`src/drive_pds_regs.vh`:
```
// Constants of the drive power state machine: register indices, fields, codes.
// Assumes inclusion by the single design file; definitions only.
`ifndef DRIVE_POWER_STATE_REGS_VH
`define DRIVE_POWER_STATE_REGS_VH

// Register indices; byte address is four times the index
`define IDX_COMMAND_WORD 16'h6040
`define IDX_STATE_WORD 16'h6041
`define IDX_MODE_SELECT 16'h6060
`define IDX_MODE_DISPLAY 16'h6061
`define IDX_SUPPORTED_MODES 16'h6502
`define IDX_UNDERVOLT_SELECT 16'h3508
`define IDX_ERROR_STATUS 16'h3FF0
`define ADDR_WIDTH 18
`define INDEX_WIDTH 16

// Command word bit positions
`define CW_VOLTAGE_ON 0
`define CW_POWER_ENABLE 1
`define CW_HALT_REQUEST 2
`define CW_RUN_ENABLE 3
`define CW_ERROR_CLEAR 7

// State word bit positions
`define SW_READY 0
`define SW_SWITCHED_ON 1
`define SW_RUN_ENABLED 2
`define SW_FAULT 3
`define SW_VOLTAGE 4
`define SW_HALT 5
`define SW_ON_DISABLED 6
`define SW_WARNING 7

// Operation mode codes
`define MODE_PROFILE_POINT 8'h01
`define MODE_ORIGIN_SEARCH 8'h06
`define MODE_CYCLIC_POSITION 8'h08
`define MODE_CYCLIC_VELOCITY 8'h09
`define MODE_CYCLIC_TORQUE 8'h0A
`define MODE_RESET 8'h00

// Supported mode list bit positions
`define SUP_PROFILE_POINT 0
`define SUP_ORIGIN_SEARCH 5
`define SUP_CYCLIC_POSITION 7
`define SUP_CYCLIC_VELOCITY 8
`define SUP_CYCLIC_TORQUE 9

// Hardware revisions that unlock modes, major/minor in nibbles
`define REV_CYCLIC_EXTRA 8'h20
`define REV_PROFILE_POINT 8'h21
`define REV_DEFAULT 8'h21

`endif

```
`src/drive_power_state_machine.v`:
```
// Drive power state machine with APB register access and operation mode handling.
// Assumes a single APB master on pclk; status inputs come from other domains.
//
// Register access over APB was chosen for this implementation.
`timescale 1ns/10ps
`default_nettype none
`include "drive_pds_regs.vh"

// Operation
// Power state changes only via command word or internal events.
// Decode bits 0-3: shutdown x110, switch on 0111, enable 1111, bit1 clear disables.
// Enable pattern from ready passes switched-on then enters operation enabled.
// Halt request (bit2 clear, bit1 set) ignored; state unchanged.
// Bit 7 rising in fault clears errors and returns to switch-on disabled.
// Bit 7 rising clears warning; outside fault commands act as usual.
// Host clears bit 7 again before its next command.
// State bits 6,5,3,2,1,0: not ready, disabled, ready, switched on codes.
// Operation enabled 010111, fault reaction 011111, fault 011000.
// Not ready during init, then switch-on disabled; writes accepted always.
// Main power in switched-on, servo energized only when operation enabled.
// Power loss with servo on and select zero: go ready, shutdown stop.
// Power loss with servo on and select one: fault reaction, fault stop.
// Mode taken from mode select, mode in effect mirrored in display.
// Read-only list of supported modes.
// Unsupported mode write raises the function setting error.
// Cyclic velocity, cyclic torque, origin search need revision 2.0 or later.
// Profile point mode needs revision 2.1 or later.
// Internal error enters fault reaction, then fault once reaction completes; ignored here while not ready.
// Pattern with no valid transition leaves the state unchanged.
module drive_power_state_machine #(
  parameter [7:0] hw_revision = `REV_DEFAULT
) (
  input wire pclk,
  input wire presetn,
  input wire psel,
  input wire penable,
  input wire pwrite,
  input wire [`ADDR_WIDTH-1:0] paddr,
  input wire [31:0] pwdata,
  output reg [31:0] prdata,
  output reg pready,
  output reg pslverr,
  input wire main_power_ok,
  input wire init_done,
  input wire internal_error,
  input wire reaction_done,
  input wire warning_in,
  output reg main_power_on,
  output reg servo_on,
  output reg stop_by_shutdown_option,
  output reg stop_by_fault_option,
  output reg setting_error
);

  localparam [2:0] st_not_ready = 3'd0;
  localparam [2:0] st_on_disabled = 3'd1;
  localparam [2:0] st_ready = 3'd2;
  localparam [2:0] st_switched_on = 3'd3;
  localparam [2:0] st_run_enabled = 3'd4;
  localparam [2:0] st_fault_reaction = 3'd5;
  localparam [2:0] st_fault = 3'd6;
  localparam integer n_sync = 5;

  // Pin synchronisers; stage one is read only by stage two
  wire [n_sync-1:0] raw_in;
  reg [n_sync-1:0] sync_a;
  reg [n_sync-1:0] sync_b;
  assign raw_in = {warning_in, reaction_done, internal_error, init_done, main_power_ok};

  genvar gi;
  generate
    for (gi = 0; gi < n_sync; gi = gi + 1)
    begin : g_sync
      always @(posedge pclk or negedge presetn)
      begin
        if (!presetn)
        begin
          sync_a[gi] <= 1'b0;
          sync_b[gi] <= 1'b0;
        end
        else
        begin
          sync_a[gi] <= raw_in[gi];
          sync_b[gi] <= sync_a[gi];
        end
      end
    end
  endgenerate

  wire power_ok_s = sync_b[0];
  wire init_done_s = sync_b[1];
  wire int_error_s = sync_b[2];
  wire reaction_done_s = sync_b[3];
  wire warning_s = sync_b[4];

  reg [2:0] drive_power_state;
  reg [2:0] next_drive_power_state;
  reg [15:0] drive_command_word;
  reg error_clear_prev;
  reg [7:0] operation_mode_select;
  reg [7:0] operation_mode_display;
  reg undervolt_select;
  reg warning_flag;
  reg int_error_latched;
  reg power_loss_latched;

  // APB decode
  wire [`INDEX_WIDTH-1:0] reg_index = paddr[`ADDR_WIDTH-1:2];
  wire setup_phase = psel & ~penable;
  wire write_done = psel & penable & pready & pwrite & ~pslverr;
  wire hit_cmd = (reg_index == `IDX_COMMAND_WORD);
  wire hit_state = (reg_index == `IDX_STATE_WORD);
  wire hit_msel = (reg_index == `IDX_MODE_SELECT);
  wire hit_mdisp = (reg_index == `IDX_MODE_DISPLAY);
  wire hit_sup = (reg_index == `IDX_SUPPORTED_MODES);
  wire hit_uv = (reg_index == `IDX_UNDERVOLT_SELECT);
  wire hit_err = (reg_index == `IDX_ERROR_STATUS);
  wire hit_rw = hit_cmd | hit_msel | hit_uv;
  wire hit_any = hit_rw | hit_state | hit_mdisp | hit_sup | hit_err;

  // Supported modes depend on revision; list is constant for a build
  wire rev_cyc = (hw_revision >= `REV_CYCLIC_EXTRA);
  wire rev_profile = (hw_revision >= `REV_PROFILE_POINT);
  reg [31:0] supported_mode_list;
  always @*
  begin
    supported_mode_list = 32'h0000_0000;
    supported_mode_list[`SUP_CYCLIC_POSITION] = 1'b1;
    supported_mode_list[`SUP_CYCLIC_VELOCITY] = rev_cyc;
    supported_mode_list[`SUP_CYCLIC_TORQUE] = rev_cyc;
    supported_mode_list[`SUP_ORIGIN_SEARCH] = rev_cyc;
    supported_mode_list[`SUP_PROFILE_POINT] = rev_profile;
  end

  reg mode_ok;
  always @*
  begin
    case (pwdata[7:0])
      `MODE_CYCLIC_POSITION: mode_ok = 1'b1;
      `MODE_CYCLIC_VELOCITY: mode_ok = rev_cyc;
      `MODE_CYCLIC_TORQUE: mode_ok = rev_cyc;
      `MODE_ORIGIN_SEARCH: mode_ok = rev_cyc;
      `MODE_PROFILE_POINT: mode_ok = rev_profile;
      default: mode_ok = 1'b0;
    endcase
  end

  wire mode_write = write_done & hit_msel;
  wire bad_mode = mode_write & ~mode_ok;

  // Command decode from the stored command word
  wire cw_switch = drive_command_word[`CW_VOLTAGE_ON];
  wire cw_power = drive_command_word[`CW_POWER_ENABLE];
  wire cw_halt = drive_command_word[`CW_HALT_REQUEST];
  wire cw_run = drive_command_word[`CW_RUN_ENABLE];
  wire cmd_disable = ~cw_power;
  wire cmd_shutdown = cw_halt & cw_power & ~cw_switch;
  wire cmd_switch_on = ~cw_run & cw_halt & cw_power & cw_switch;
  wire cmd_enable = cw_run & cw_halt & cw_power & cw_switch;
  wire error_clear_edge = drive_command_word[`CW_ERROR_CLEAR] & ~error_clear_prev;
  wire servo_active = (drive_power_state == st_run_enabled);
  wire power_lost = servo_active & ~power_ok_s;
  wire error_event = int_error_s | bad_mode;

  // Halt request patterns match no command below and so hold the state
  always @*
  begin
    next_drive_power_state = drive_power_state;
    case (drive_power_state)
      st_not_ready:
        if (init_done_s)
          next_drive_power_state = st_on_disabled;
      st_on_disabled:
        if (error_event)
          next_drive_power_state = st_fault_reaction;
        else if (cmd_shutdown)
          next_drive_power_state = st_ready;
      st_ready:
        if (error_event)
          next_drive_power_state = st_fault_reaction;
        else if (cmd_disable)
          next_drive_power_state = st_on_disabled;
        else if (cmd_switch_on | cmd_enable)
          next_drive_power_state = st_switched_on;
      st_switched_on:
        if (error_event)
          next_drive_power_state = st_fault_reaction;
        else if (cmd_disable)
          next_drive_power_state = st_on_disabled;
        else if (cmd_shutdown)
          next_drive_power_state = st_ready;
        else if (cmd_enable)
          next_drive_power_state = st_run_enabled;
      st_run_enabled:
        if (error_event)
          next_drive_power_state = st_fault_reaction;
        else if (power_lost & undervolt_select)
          next_drive_power_state = st_fault_reaction;
        else if (power_lost)
          next_drive_power_state = st_ready;
        else if (cmd_disable)
          next_drive_power_state = st_on_disabled;
        else if (cmd_shutdown)
          next_drive_power_state = st_ready;
        else if (cmd_switch_on)
          next_drive_power_state = st_switched_on;
      st_fault_reaction:
        if (reaction_done_s)
          next_drive_power_state = st_fault;
      st_fault:
        if (error_clear_edge)
          next_drive_power_state = st_on_disabled;
      default:
        next_drive_power_state = st_not_ready;
    endcase
  end

  // State word assembly
  reg [15:0] drive_state_word;
  always @*
  begin
    drive_state_word = 16'h0000;
    case (drive_power_state)
      st_on_disabled:
      begin
        drive_state_word[`SW_ON_DISABLED] = 1'b1;
        drive_state_word[`SW_HALT] = 1'b1;
      end
      st_ready:
      begin
        drive_state_word[`SW_HALT] = 1'b1;
        drive_state_word[`SW_READY] = 1'b1;
      end
      st_switched_on:
      begin
        drive_state_word[`SW_HALT] = 1'b1;
        drive_state_word[`SW_SWITCHED_ON] = 1'b1;
        drive_state_word[`SW_READY] = 1'b1;
      end
      st_run_enabled:
      begin
        drive_state_word[`SW_HALT] = 1'b1;
        drive_state_word[`SW_RUN_ENABLED] = 1'b1;
        drive_state_word[`SW_SWITCHED_ON] = 1'b1;
        drive_state_word[`SW_READY] = 1'b1;
      end
      st_fault_reaction:
      begin
        drive_state_word[`SW_HALT] = 1'b1;
        drive_state_word[`SW_FAULT] = 1'b1;
        drive_state_word[`SW_RUN_ENABLED] = 1'b1;
        drive_state_word[`SW_SWITCHED_ON] = 1'b1;
        drive_state_word[`SW_READY] = 1'b1;
      end
      st_fault:
      begin
        drive_state_word[`SW_HALT] = 1'b1;
        drive_state_word[`SW_FAULT] = 1'b1;
      end
      default:
        drive_state_word = 16'h0000;
    endcase
    drive_state_word[`SW_VOLTAGE] = power_ok_s;
    drive_state_word[`SW_WARNING] = warning_flag;
  end

  reg [31:0] read_mux;
  always @*
  begin
    read_mux = 32'h0000_0000;
    if (hit_cmd)
      read_mux[15:0] = drive_command_word;
    else if (hit_state)
      read_mux[15:0] = drive_state_word;
    else if (hit_msel)
      read_mux[7:0] = operation_mode_select;
    else if (hit_mdisp)
      read_mux[7:0] = operation_mode_display;
    else if (hit_sup)
      read_mux = supported_mode_list;
    else if (hit_uv)
      read_mux[0] = undervolt_select;
    else if (hit_err)
      read_mux[2:0] = {power_loss_latched, int_error_latched, setting_error};
  end

  // APB slave: answer registered in the setup cycle, so every access is two cycles
  always @(posedge pclk or negedge presetn)
  begin
    if (!presetn)
    begin
      prdata <= 32'h0000_0000;
      pready <= 1'b0;
      pslverr <= 1'b0;
    end
    else if (setup_phase)
    begin
      prdata <= pwrite ? 32'h0000_0000 : read_mux;
      pready <= 1'b1;
      pslverr <= ~hit_any | (pwrite & ~hit_rw);
    end
    else
    begin
      prdata <= 32'h0000_0000;
      pready <= 1'b0;
      pslverr <= 1'b0;
    end
  end

  // Writable registers; the bus stays open in every state
  always @(posedge pclk or negedge presetn)
  begin
    if (!presetn)
    begin
      drive_command_word <= 16'h0000;
      error_clear_prev <= 1'b0;
      operation_mode_select <= `MODE_RESET;
      operation_mode_display <= `MODE_RESET;
      undervolt_select <= 1'b0;
    end
    else
    begin
      error_clear_prev <= drive_command_word[`CW_ERROR_CLEAR];
      if (write_done & hit_cmd)
        drive_command_word <= pwdata[15:0];
      if (write_done & hit_uv)
        undervolt_select <= pwdata[0];
      if (mode_write)
        operation_mode_select <= pwdata[7:0];
      if (mode_write & mode_ok)
        operation_mode_display <= pwdata[7:0];
    end
  end

  // State, flags and outputs; a new event wins over a clear in the same cycle
  always @(posedge pclk or negedge presetn)
  begin
    if (!presetn)
    begin
      drive_power_state <= st_not_ready;
      warning_flag <= 1'b0;
      setting_error <= 1'b0;
      int_error_latched <= 1'b0;
      power_loss_latched <= 1'b0;
      main_power_on <= 1'b0;
      servo_on <= 1'b0;
      stop_by_shutdown_option <= 1'b0;
      stop_by_fault_option <= 1'b0;
    end
    else
    begin
      drive_power_state <= next_drive_power_state;
      if (warning_s)
        warning_flag <= 1'b1;
      else if (error_clear_edge)
        warning_flag <= 1'b0;
      if (bad_mode)
        setting_error <= 1'b1;
      else if (error_clear_edge & (drive_power_state == st_fault))
        setting_error <= 1'b0;
      if (int_error_s & (drive_power_state != st_not_ready))
        int_error_latched <= 1'b1;
      else if (error_clear_edge & (drive_power_state == st_fault))
        int_error_latched <= 1'b0;
      if (power_lost)
        power_loss_latched <= 1'b1;
      else if (error_clear_edge)
        power_loss_latched <= 1'b0;
      main_power_on <= (next_drive_power_state == st_switched_on) |
                       (next_drive_power_state == st_run_enabled);
      servo_on <= (next_drive_power_state == st_run_enabled);
      // One-cycle stop strobes; the stop profile itself lives elsewhere
      stop_by_shutdown_option <= power_lost & ~undervolt_select & ~error_event;
      stop_by_fault_option <= power_lost & undervolt_select & ~error_event;
    end
  end

endmodule // drive_power_state_machine
`default_nettype wire

```
`config.mk`:
```
export PLATFORM = sky130hd
export DESIGN_NAME = drive_power_state_machine
export DESIGN_NICKNAME = d
export VERILOG_FILES = /design/src/drive_power_state_machine.v
export VERILOG_INCLUDE_DIRS = /design/src /design/src/src
export SDC_FILE = /design/constraint.sdc
export NUM_CORES = 1
export LEC_CHECK = 0
export ABC_CLOCK_PERIOD_IN_PS = 2300
export BUFFER_PORTS_ARGS = -buffer_cell sky130_fd_sc_hd__buf_4
export CAP_MARGIN = 5
export CORE_MARGIN = 4
export CORE_UTILIZATION = 28
export CTS_CLUSTER_DIAMETER = 40
export CTS_CLUSTER_SIZE = 24
export DETAILED_ROUTE_END_ITERATION = 8
export HOLD_SLACK_MARGIN = 0.1
export PLACE_DENSITY_LB_ADDON = 0.05
export SLEW_MARGIN = 20
export SYNTH_ARGS = -nofsm -noshare
export SYNTH_HDL_FRONTEND = slang
export SYNTH_SLANG_ARGS = --single-unit
```
`constraint.sdc`:
```
create_clock -name pclk -period 2.3 [get_ports pclk]
set_input_delay 0.575 -clock pclk [delete_from_list [all_inputs] [get_ports pclk]]
set_output_delay 0.575 -clock pclk [all_outputs]
set_load 0.1 [all_outputs]
```
==> impl_summary.log, run 1 <==
INFO  metric status = finished, final reports clean
INFO  metric synth_edf_count = 0
INFO  metric post-route-cell-area = 4710 sq um
INFO  metric grt_antenna_before_repair = 0
INFO  metric postSynthRegisterBits = 73
INFO  metric worst_clock_skew = between 0.005 and 0.006 ns
INFO  metric first_pass_grt_wire_length = 15100 microns
INFO  metric num_antenna_cells = 0
INFO  metric comb_power_frac = 0.206
INFO  metric grt_start_max_net_pins = between 40 and 50
INFO  metric drt-total-wl = 9570 microns
INFO  metric cap_violations = 0
INFO  metric clock_buffers_created_by_tritoncts = 9
INFO  metric syn-cell-area = 3410 sq um
INFO  metric cts_root_buffer = sky130_fd_sc_hd__clkbuf_16
INFO  metric seqPwrFrac = 0.387
INFO  metric clk_pin_slew_worst_paths = around 0.05 ns
INFO  metric number_of_setup_violations_in_the_final_report = 0
INFO  metric grt.busiest_layer = met2
INFO  metric via_count = 2715
INFO  metric power.net_switching = 1100 uW
INFO  metric synth_cell_types = 56
INFO  metric gpl.final_weighted_congestion = 0.814
INFO  metric hp-class = in -> async
INFO  metric clock_sink_count = between 70 and 80
INFO  metric ys_seq_area_frac = 0.536
INFO  metric remaining_drc_errors = 0
INFO  metric finalWorstPathRequiredPeriod = 2.29 ns
INFO  metric critPathRequiredTime = around 2.5 ns
INFO  metric cts_hold_buffers_added = 0
INFO  metric drtIter0Drc = approximately 110
INFO  metric wl_per_cell = roughly 17 microns
INFO  metric most_frequent_cells_in_the_layout = sky130_fd_sc_hd__buf_4, sky130_fd_sc_hd__dfrtp_1, sky130_fd_sc_hd__nand2_1
INFO  metric crit_share_post_route = 0.994
INFO  metric final-max-slew-violation-count = 0
INFO  metric critical_path_peak_fanout = 8
INFO  metric via_count_of_the_first_global_routing_pass = 2723
INFO  metric core = 12000 sq um
INFO  metric vdd.ir_drop.worst = 0.349 mV
INFO  metric met2_usage = 0.205
INFO  metric report.power.total = 3680 uW
INFO  metric hold_viol = 0
INFO  metric cts-root-to-sink-buffers = 2
INFO  metric dieHeight = 118 microns
INFO  metric design.die.area = 14000 sq um
INFO  metric postSynth.asyncResetShare = 1.00
INFO  metric route.detailed.vias_per_inst = about 4.8
INFO  metric most_common_cell_after_layout_fill_and_taps_aside = sky130_fd_sc_hd__buf_4
INFO  metric drt-pass1-iter-count = 5
INFO  metric die_w = around 120 microns
INFO  metric synth_top_flop_cell = sky130_fd_sc_hd__dfrtp_1
INFO  metric grt_remaining_overflow = 0
INFO  metric setup-tns-final = 0 ns
INFO  metric detailedPlacementHpwl = 6840 microns
INFO  metric rows = 40
INFO  metric timing.fmax = 437 MHz
INFO  metric met3_usage = 0.0321
INFO  metric max_slew_margin = 0.618
INFO  metric use_met1 = 0.197
INFO  metric synth_top_area_cell = sky130_fd_sc_hd__dfrtp_1
INFO  metric dpl-instance-area = 4260 sq um
INFO  metric final_net_count = 478
INFO  metric p_sw_frac = 0.299
INFO  metric internal_portion_of_total_power = 2580 uW
INFO  metric endpoint_kind = flop
INFO  metric htree_num_levels = 3
INFO  metric critical_path_launch_point_type = input pin
INFO  metric synth_warnings = 0
INFO  metric register_to_register_setup_slack = around 0.20 ns
INFO  metric grt.total_usage = 0.139
INFO  metric tightestPinTransition = between 0.5 and 0.6 ns
INFO  metric cp.arrival = approximately 2.5 ns
INFO  metric place.port_buffers = 64
INFO  metric synth.avg_cell_area = 10.9 sq um
INFO  metric setup_repair_after_global_routing_missed_its_margin = yes
INFO  metric post_route_cells_drive_above_1_share = 0.381
INFO  metric p_clk_frac = 0.407
INFO  metric synthesis.instances = 313
INFO  metric clock_latency = around 0.34 ns
INFO  metric start_util = 0.285
INFO  metric post-synth-top-area-fraction = 0.536
INFO  metric number_of_routed_nets_with_antenna_violations = 0
INFO  metric layout_area_overhead = 38.3%
INFO  metric main_area_contributors_after_synthesis = sky130_fd_sc_hd__dfrtp_1, sky130_fd_sc_hd__nand2_1, sky130_fd_sc_hd__mux2_4
INFO  metric p_leak = 0.00228 uW
INFO  metric num_io_pins = slightly below 100
INFO  metric crit_type = in -> reg
INFO  metric power_density = 780 nW/um^2
INFO  metric holdWs = 0.152 ns
INFO  metric cts_tree = yes
[power by group through the flow]
stage	clock network [uW]	logic (uW)	registers, uW
floorplan	0	479	1490
global placement	0	759	1440
detailed placement	0	754	1440
CTS	1540	759	1420
global route	1590	819	1430
finish	1500	757	1420
[final timing paths]
check	from	to	cells after the start
worst min register to register	sync_a[3]$_DFF_PN0_	reaction_done_s$_DFF_PN0_	0
max in group asynchronous	presetn	pslverr$_DFF_PN0_	2
worst min-delay path	presetn	main_power_on$_DFF_PN0_	1
min in group pclk	sync_a[3]$_DFF_PN0_	reaction_done_s$_DFF_PN0_	0
worst max register to register	drive_power_state[1]$_DFF_PN0_	main_power_on$_DFF_PN0_	6
worst max-delay path	paddr[6]	drive_command_word[9]$_DFFE_PN0P_	8
[cells in the mapped netlist, types with 3 or more instances]
cell type and number:
sky130_fd_sc_hd__dfrtp_1 73, sky130_fd_sc_hd__nand2_1 50, sky130_fd_sc_hd__buf_4 16, sky130_fd_sc_hd__nor2_1 16, sky130_fd_sc_hd__a21oi_1 11, sky130_fd_sc_hd__mux2_2 11
sky130_fd_sc_hd__mux2_4 10, sky130_fd_sc_hd__o21ai_0 10, sky130_fd_sc_hd__and3_1 9, sky130_fd_sc_hd__clkbuf_1 9, sky130_fd_sc_hd__nor2b_1 9, sky130_fd_sc_hd__a22oi_1 7
sky130_fd_sc_hd__a31oi_1 5, sky130_fd_sc_hd__nand2b_1 5, sky130_fd_sc_hd__nor4_1 5, sky130_fd_sc_hd__inv_1 4, sky130_fd_sc_hd__nor3_1 4, sky130_fd_sc_hd__a222oi_1 3
sky130_fd_sc_hd__a311oi_1 3, sky130_fd_sc_hd__a32oi_1 3, sky130_fd_sc_hd__nand4_1 3, sky130_fd_sc_hd__nor3b_1 3, sky130_fd_sc_hd__o22ai_1 3, sky130_fd_sc_hd__or2_2 3
[sequential cells by signal (all words and copies together), names as in the netlist, 3 cells and up]
register / cells
sync_a: 5
operation_mode_select: 8
drive_power_state: 3
prdata: 16
drive_command_word: 16
operation_mode_display: 8
[layer usage]
metal / up-vias / routed length (microns)
li1: 1313 / -
met1: 1313 / 4780
met2: 78 / 4160
met3: 11 / 481
met4: 0 / 157
met5: - / 0
[logic make-up after synthesis]
logic type,count (synthesis),share of synthesized area
mux,22,0.0833
other cells,1,0.00110
compound gates,57,0.116
xor+xnor,2,0.00514
flops,73,0.536
buf+inv,31,0.0540
simple gates,127,0.204
[critical path, cell delays in order]
cell and delay [ns]:
sky130_fd_sc_hd__buf_6 0.09, sky130_fd_sc_hd__or4_4 0.56, sky130_fd_sc_hd__or3_4 0.36, sky130_fd_sc_hd__nor4_4 0.20
sky130_fd_sc_hd__buf_4 0.18, sky130_fd_sc_hd__nand2_4 0.07, sky130_fd_sc_hd__buf_12 0.15, sky130_fd_sc_hd__mux2_4 0.30
[through the flow]
step,util,instances,setup slack [ns]
floorplan,-,328,-0.324
global placement,0.356,548,-0.380
detailed placement,0.356,548,-0.394
CTS,0.385,565,-0.00874
global route,0.394,570,-0.0224
finish,0.394,570,0.0128
[timing repair]
item,CTS,global route
endpoints found under the hold margin,0,0
setup buffers,1,3
pin swaps,1,5
cloned,0,2
setup endpoints to repair,19,26
resized for setup,1,12
[cell type report]
type	count	area, sq um
Fill cell	1216	7250
Inverter	4	15.0
Multi-Input combinational cell	224	1510
Clock buffer	15	298
Timing Repair Buffer	106	855
Clock inverter	1	30.0
Tap cell	147	184
Sequential cell	73	1830
Power figures use the tool's default switching activity.
==> run 2, diff against run 1 <==
Settings changed: CORE_MARGIN 4 to 2, MAX_ROUTING_LAYER from default to met4, SLEW_MARGIN 20 to default.
==> run 2 against run 1 <==
The flow now finishes with violations (negative setup slack). Largest power group unchanged. Combinational power rose by 2.9%. Critical path depth is the same. Power increased by 5.6%. Largest cell class unchanged. Worst hold slack better by 0.055 ns. Global-route usage rose by 1.5 points. Sequential cell count stayed put. Final cell count down 0.18%. Via count about the same. Setup slack got worse by 0.029 ns.
==> impl_summary.log, run 2 (same netlist as run 1, synthesis figures left out) <==
INFO  metric status = complete, but fails checks
INFO  metric violated_checks = negative setup slack
INFO  metric number_of_setup_violations_in_the_final_report = 3 (+3)
INFO  metric cp.arrival = 2.53 ns (+0.03 ns)
INFO  metric core = 12000 sq um (unchanged)
INFO  metric timing.fmax = 432 MHz (-1.3%)
INFO  metric num_io_pins = 99 (unchanged)
INFO  metric via_count = 2716 (+0.037%)
INFO  metric clock_sink_count = 73 (unchanged)
INFO  metric seqPwrFrac = 0.364 (-0.023)
INFO  metric most_common_cell_after_layout_fill_and_taps_aside = sky130_fd_sc_hd__buf_4
INFO  metric grt_antenna_before_repair = 0 (unchanged)
INFO  metric drtIter0Drc = 183 (+61%)
INFO  metric cts_tree = yes
INFO  metric multi_input_comb_area = 1470 sq um (-2.3%)
INFO  metric grt.total_usage = 0.155 (+0.0154)
INFO  metric p_clk_frac = 0.436 (+0.029)
INFO  metric finish.cell_count_without_fillers = 569 (-0.18%)
INFO  metric die_w = 114 microns (-3.4%)
INFO  metric layout_area_overhead = 37.7%
INFO  metric dpl-instance-area = 4290 sq um (+0.82%)
INFO  metric cts-root-to-sink-buffers = 2 (unchanged)
INFO  metric max_stage_delay = 0.55 ns (about the same)
INFO  metric crit_family = simple AND/OR/NAND/NOR gates
INFO  metric cts_root_buffer = sky130_fd_sc_hd__clkbuf_16
INFO  metric dieHeight = 114 microns (-3.4%)
INFO  metric htree_num_levels = 3 (unchanged)
INFO  metric most_frequent_cells_in_the_layout = sky130_fd_sc_hd__buf_4, sky130_fd_sc_hd__dfrtp_1, sky130_fd_sc_hd__nand2_1
INFO  metric seqCellArea = 1830 sq um (unchanged)
INFO  metric rows = 40 (unchanged)
INFO  metric clk_pin_slew_worst_paths = 0.06 ns (about the same)
INFO  metric worst_clock_skew = 0.00536 ns (+0.000139 ns)
INFO  metric drt-total-wl = 9510 microns (-0.64%)
INFO  metric critical_path_launch_point_type = input pin
INFO  metric critical_path_peak_fanout = 8 (unchanged)
INFO  metric gpl.final_weighted_congestion = 0.854 (+4.9%)
INFO  metric crit_type = in -> reg
INFO  metric crit_share_post_route = 1.01 (+0.0128)
INFO  metric vdd.ir_drop.worst = 0.367 mV (+5.0%)
INFO  metric cap_violations = 0 (unchanged)
INFO  metric comb_power_frac = 0.201 (-0.005)
INFO  metric finalWorstPathRequiredPeriod = 2.32 ns (+0.0294 ns)
INFO  metric crit_path_start = paddr[6]
INFO  metric setup_repair_after_global_routing_missed_its_margin = yes
INFO  metric detailedPlacementHpwl = 6870 microns (+0.50%)
INFO  metric p_sw_frac = 0.290 (-0.00966)
INFO  metric final_net_count = 477 (-0.21%)
INFO  metric place.port_buffers = 64 (unchanged)
INFO  metric power_density = 827 nW/um^2 (+6.0%)
INFO  metric drt-pass1-iter-count = 4 (-1)
INFO  metric grt_start_max_net_pins = 37 (-24%)
INFO  metric max_slew_margin = 0.610 (-0.00759)
INFO  metric crit_path_cell_trace = buf_6 -> or4_4 -> or3_4 -> nor4_4 -> buf_4 -> nand2_4 -> clkbuf_16 -> mux2_4
INFO  metric wl_per_cell = 16.7 microns (-0.46%)
INFO  metric final-max-slew-violation-count = 0 (unchanged)
INFO  metric number_of_routed_nets_with_antenna_violations = 0 (unchanged)
INFO  metric layout_top_registers = drive_command_word: 16 flops, prdata: 16 flops
INFO  metric endpoint_kind = flop
INFO  metric numPlacedInstances = 551 (+0.55%)
INFO  metric route.detailed.vias_per_inst = 4.77 (+0.21%)
INFO  metric hold_viol = 0 (unchanged)
INFO  metric hp-class = in -> async
INFO  metric tightestPinTransition = 0.584 ns (+0.0114 ns)
INFO  metric post_route_cells_drive_above_1_share = 0.365 (-0.0157)
INFO  metric post-route-cell-area = 4690 sq um (-0.42%)
INFO  metric worst_r2r_start = drive_power_state[0]$_DFF_PN0_
INFO  metric slowest_stage = sky130_fd_sc_hd__or4_4
INFO  metric design.die.area = 13100 sq um (-6.6%)
INFO  metric grt_remaining_overflow = 0 (unchanged)
INFO  metric start_util = 0.285 (unchanged)
INFO  metric critPathRequiredTime = 2.51 ns (about the same)
INFO  metric nFillCells = 1180 (-3.0%)
INFO  metric clock_buffers_created_by_tritoncts = 9 (unchanged)
INFO  metric p_leak = 0.00228 uW (about the same)
INFO  metric remaining_drc_errors = 0 (unchanged)
INFO  metric internal_portion_of_total_power = 2760 uW (+7.0%)
INFO  metric first_pass_grt_wire_length = 14900 microns (-1.2%)
INFO  metric finalWorstSetupSlack = -0.0166 ns (-0.0294 ns)
INFO  metric clock_latency = 0.33 ns (about the same)
INFO  metric num_antenna_cells = 0 (unchanged)
INFO  metric worstPathBufferInverterCount = 3 (unchanged)
INFO  metric power.net_switching = 1120 uW (+2.2%)
INFO  metric via_count_of_the_first_global_routing_pass = 2664 (-2.2%)
INFO  metric cts_hold_buffers_added = 0 (unchanged)
run 2: path summary, 6_finish.rpt:
path / slack, ns / to / depth (start not counted)
setup / recovery: -0.02 / drive_command_word[7]$_DFFE_PN0P_ / 8
hold / removal: 0.21 / drive_power_state[1]$_DFF_PN0_ / 1
setup reg to reg: 0.26 / main_power_on$_DFF_PN0_ / 5
hold reg to reg: 0.35 / int_error_s$_DFF_PN0_ / 0
max in group asynchronous: 1.55 / drive_command_word[5]$_DFFE_PN0P_ / 2
min in group pclk: 0.35 / int_error_s$_DFF_PN0_ / 0
run 2: through the flow:
| stage | power, uW | hold WS [ns] | utilization | TNS (ns) | setup slack, ns |
|---|---|---|---|---|---|
| after floorplan | 1970 | 0.279 | - | -5.41 | -0.324 |
| after global placement | 2210 | 0.333 | 0.359 | -9.90 | -0.327 |
| after detailed placement | 2210 | 0.335 | 0.359 | -9.74 | -0.334 |
| after CTS | 3920 | 0.228 | 0.389 | 0 | 0.00751 |
| after global routing | 4050 | 0.247 | 0.392 | -0.486 | -0.0471 |
| final | 3880 | 0.208 | 0.392 | -0.0357 | -0.0166 |
run 2: worst register-to-register path, delay by kind of cell (launching register included):
kind	cells	cell delay (ns)
simple gates	2	0.68
compound gates	2	0.48
flops	1	0.61
mux	1	0.14
run 2: what timing repair did:
action                                 4_1_cts  5_1_grt
endpoints found under the hold margin        0        0
buffers inserted                             0        1
setup endpoints to repair                    0       15
resized for setup                            0        2
run 2: final cells by class:
cell class / count / area share
flip-flops and latches: 73 / 0.389
multi-input cells: 224 / 0.313
repair buffers: 105 / 0.179
clock buffers: 10 / 0.0488
well taps: 147 / 0.0392
clock inverters: 6 / 0.0277
inverters: 4 / 0.00320
run 2: power by group through the flow:
stage          registers (uW)  clock network [uW]  logic, uW
2_1_floorplan            1490                   0        479
3_3_place_gp             1430                   0        781
3_5_place_dp             1430                   0        776
4_1_cts                  1410                1740        779
5_1_grt                  1420                1790        837
6_report                 1410                1690        779
run 2: layer usage:
metal / vias to the layer above / wire length [microns] / global-route usage
li1: 1307 / - / -
met1: 1328 / 4760 / 0.218
met2: 75 / 4230 / 0.222
met3: 6 / 426 / 0.0376
met4: 0 / 97 / 0.0415
met5: - / 0 / -
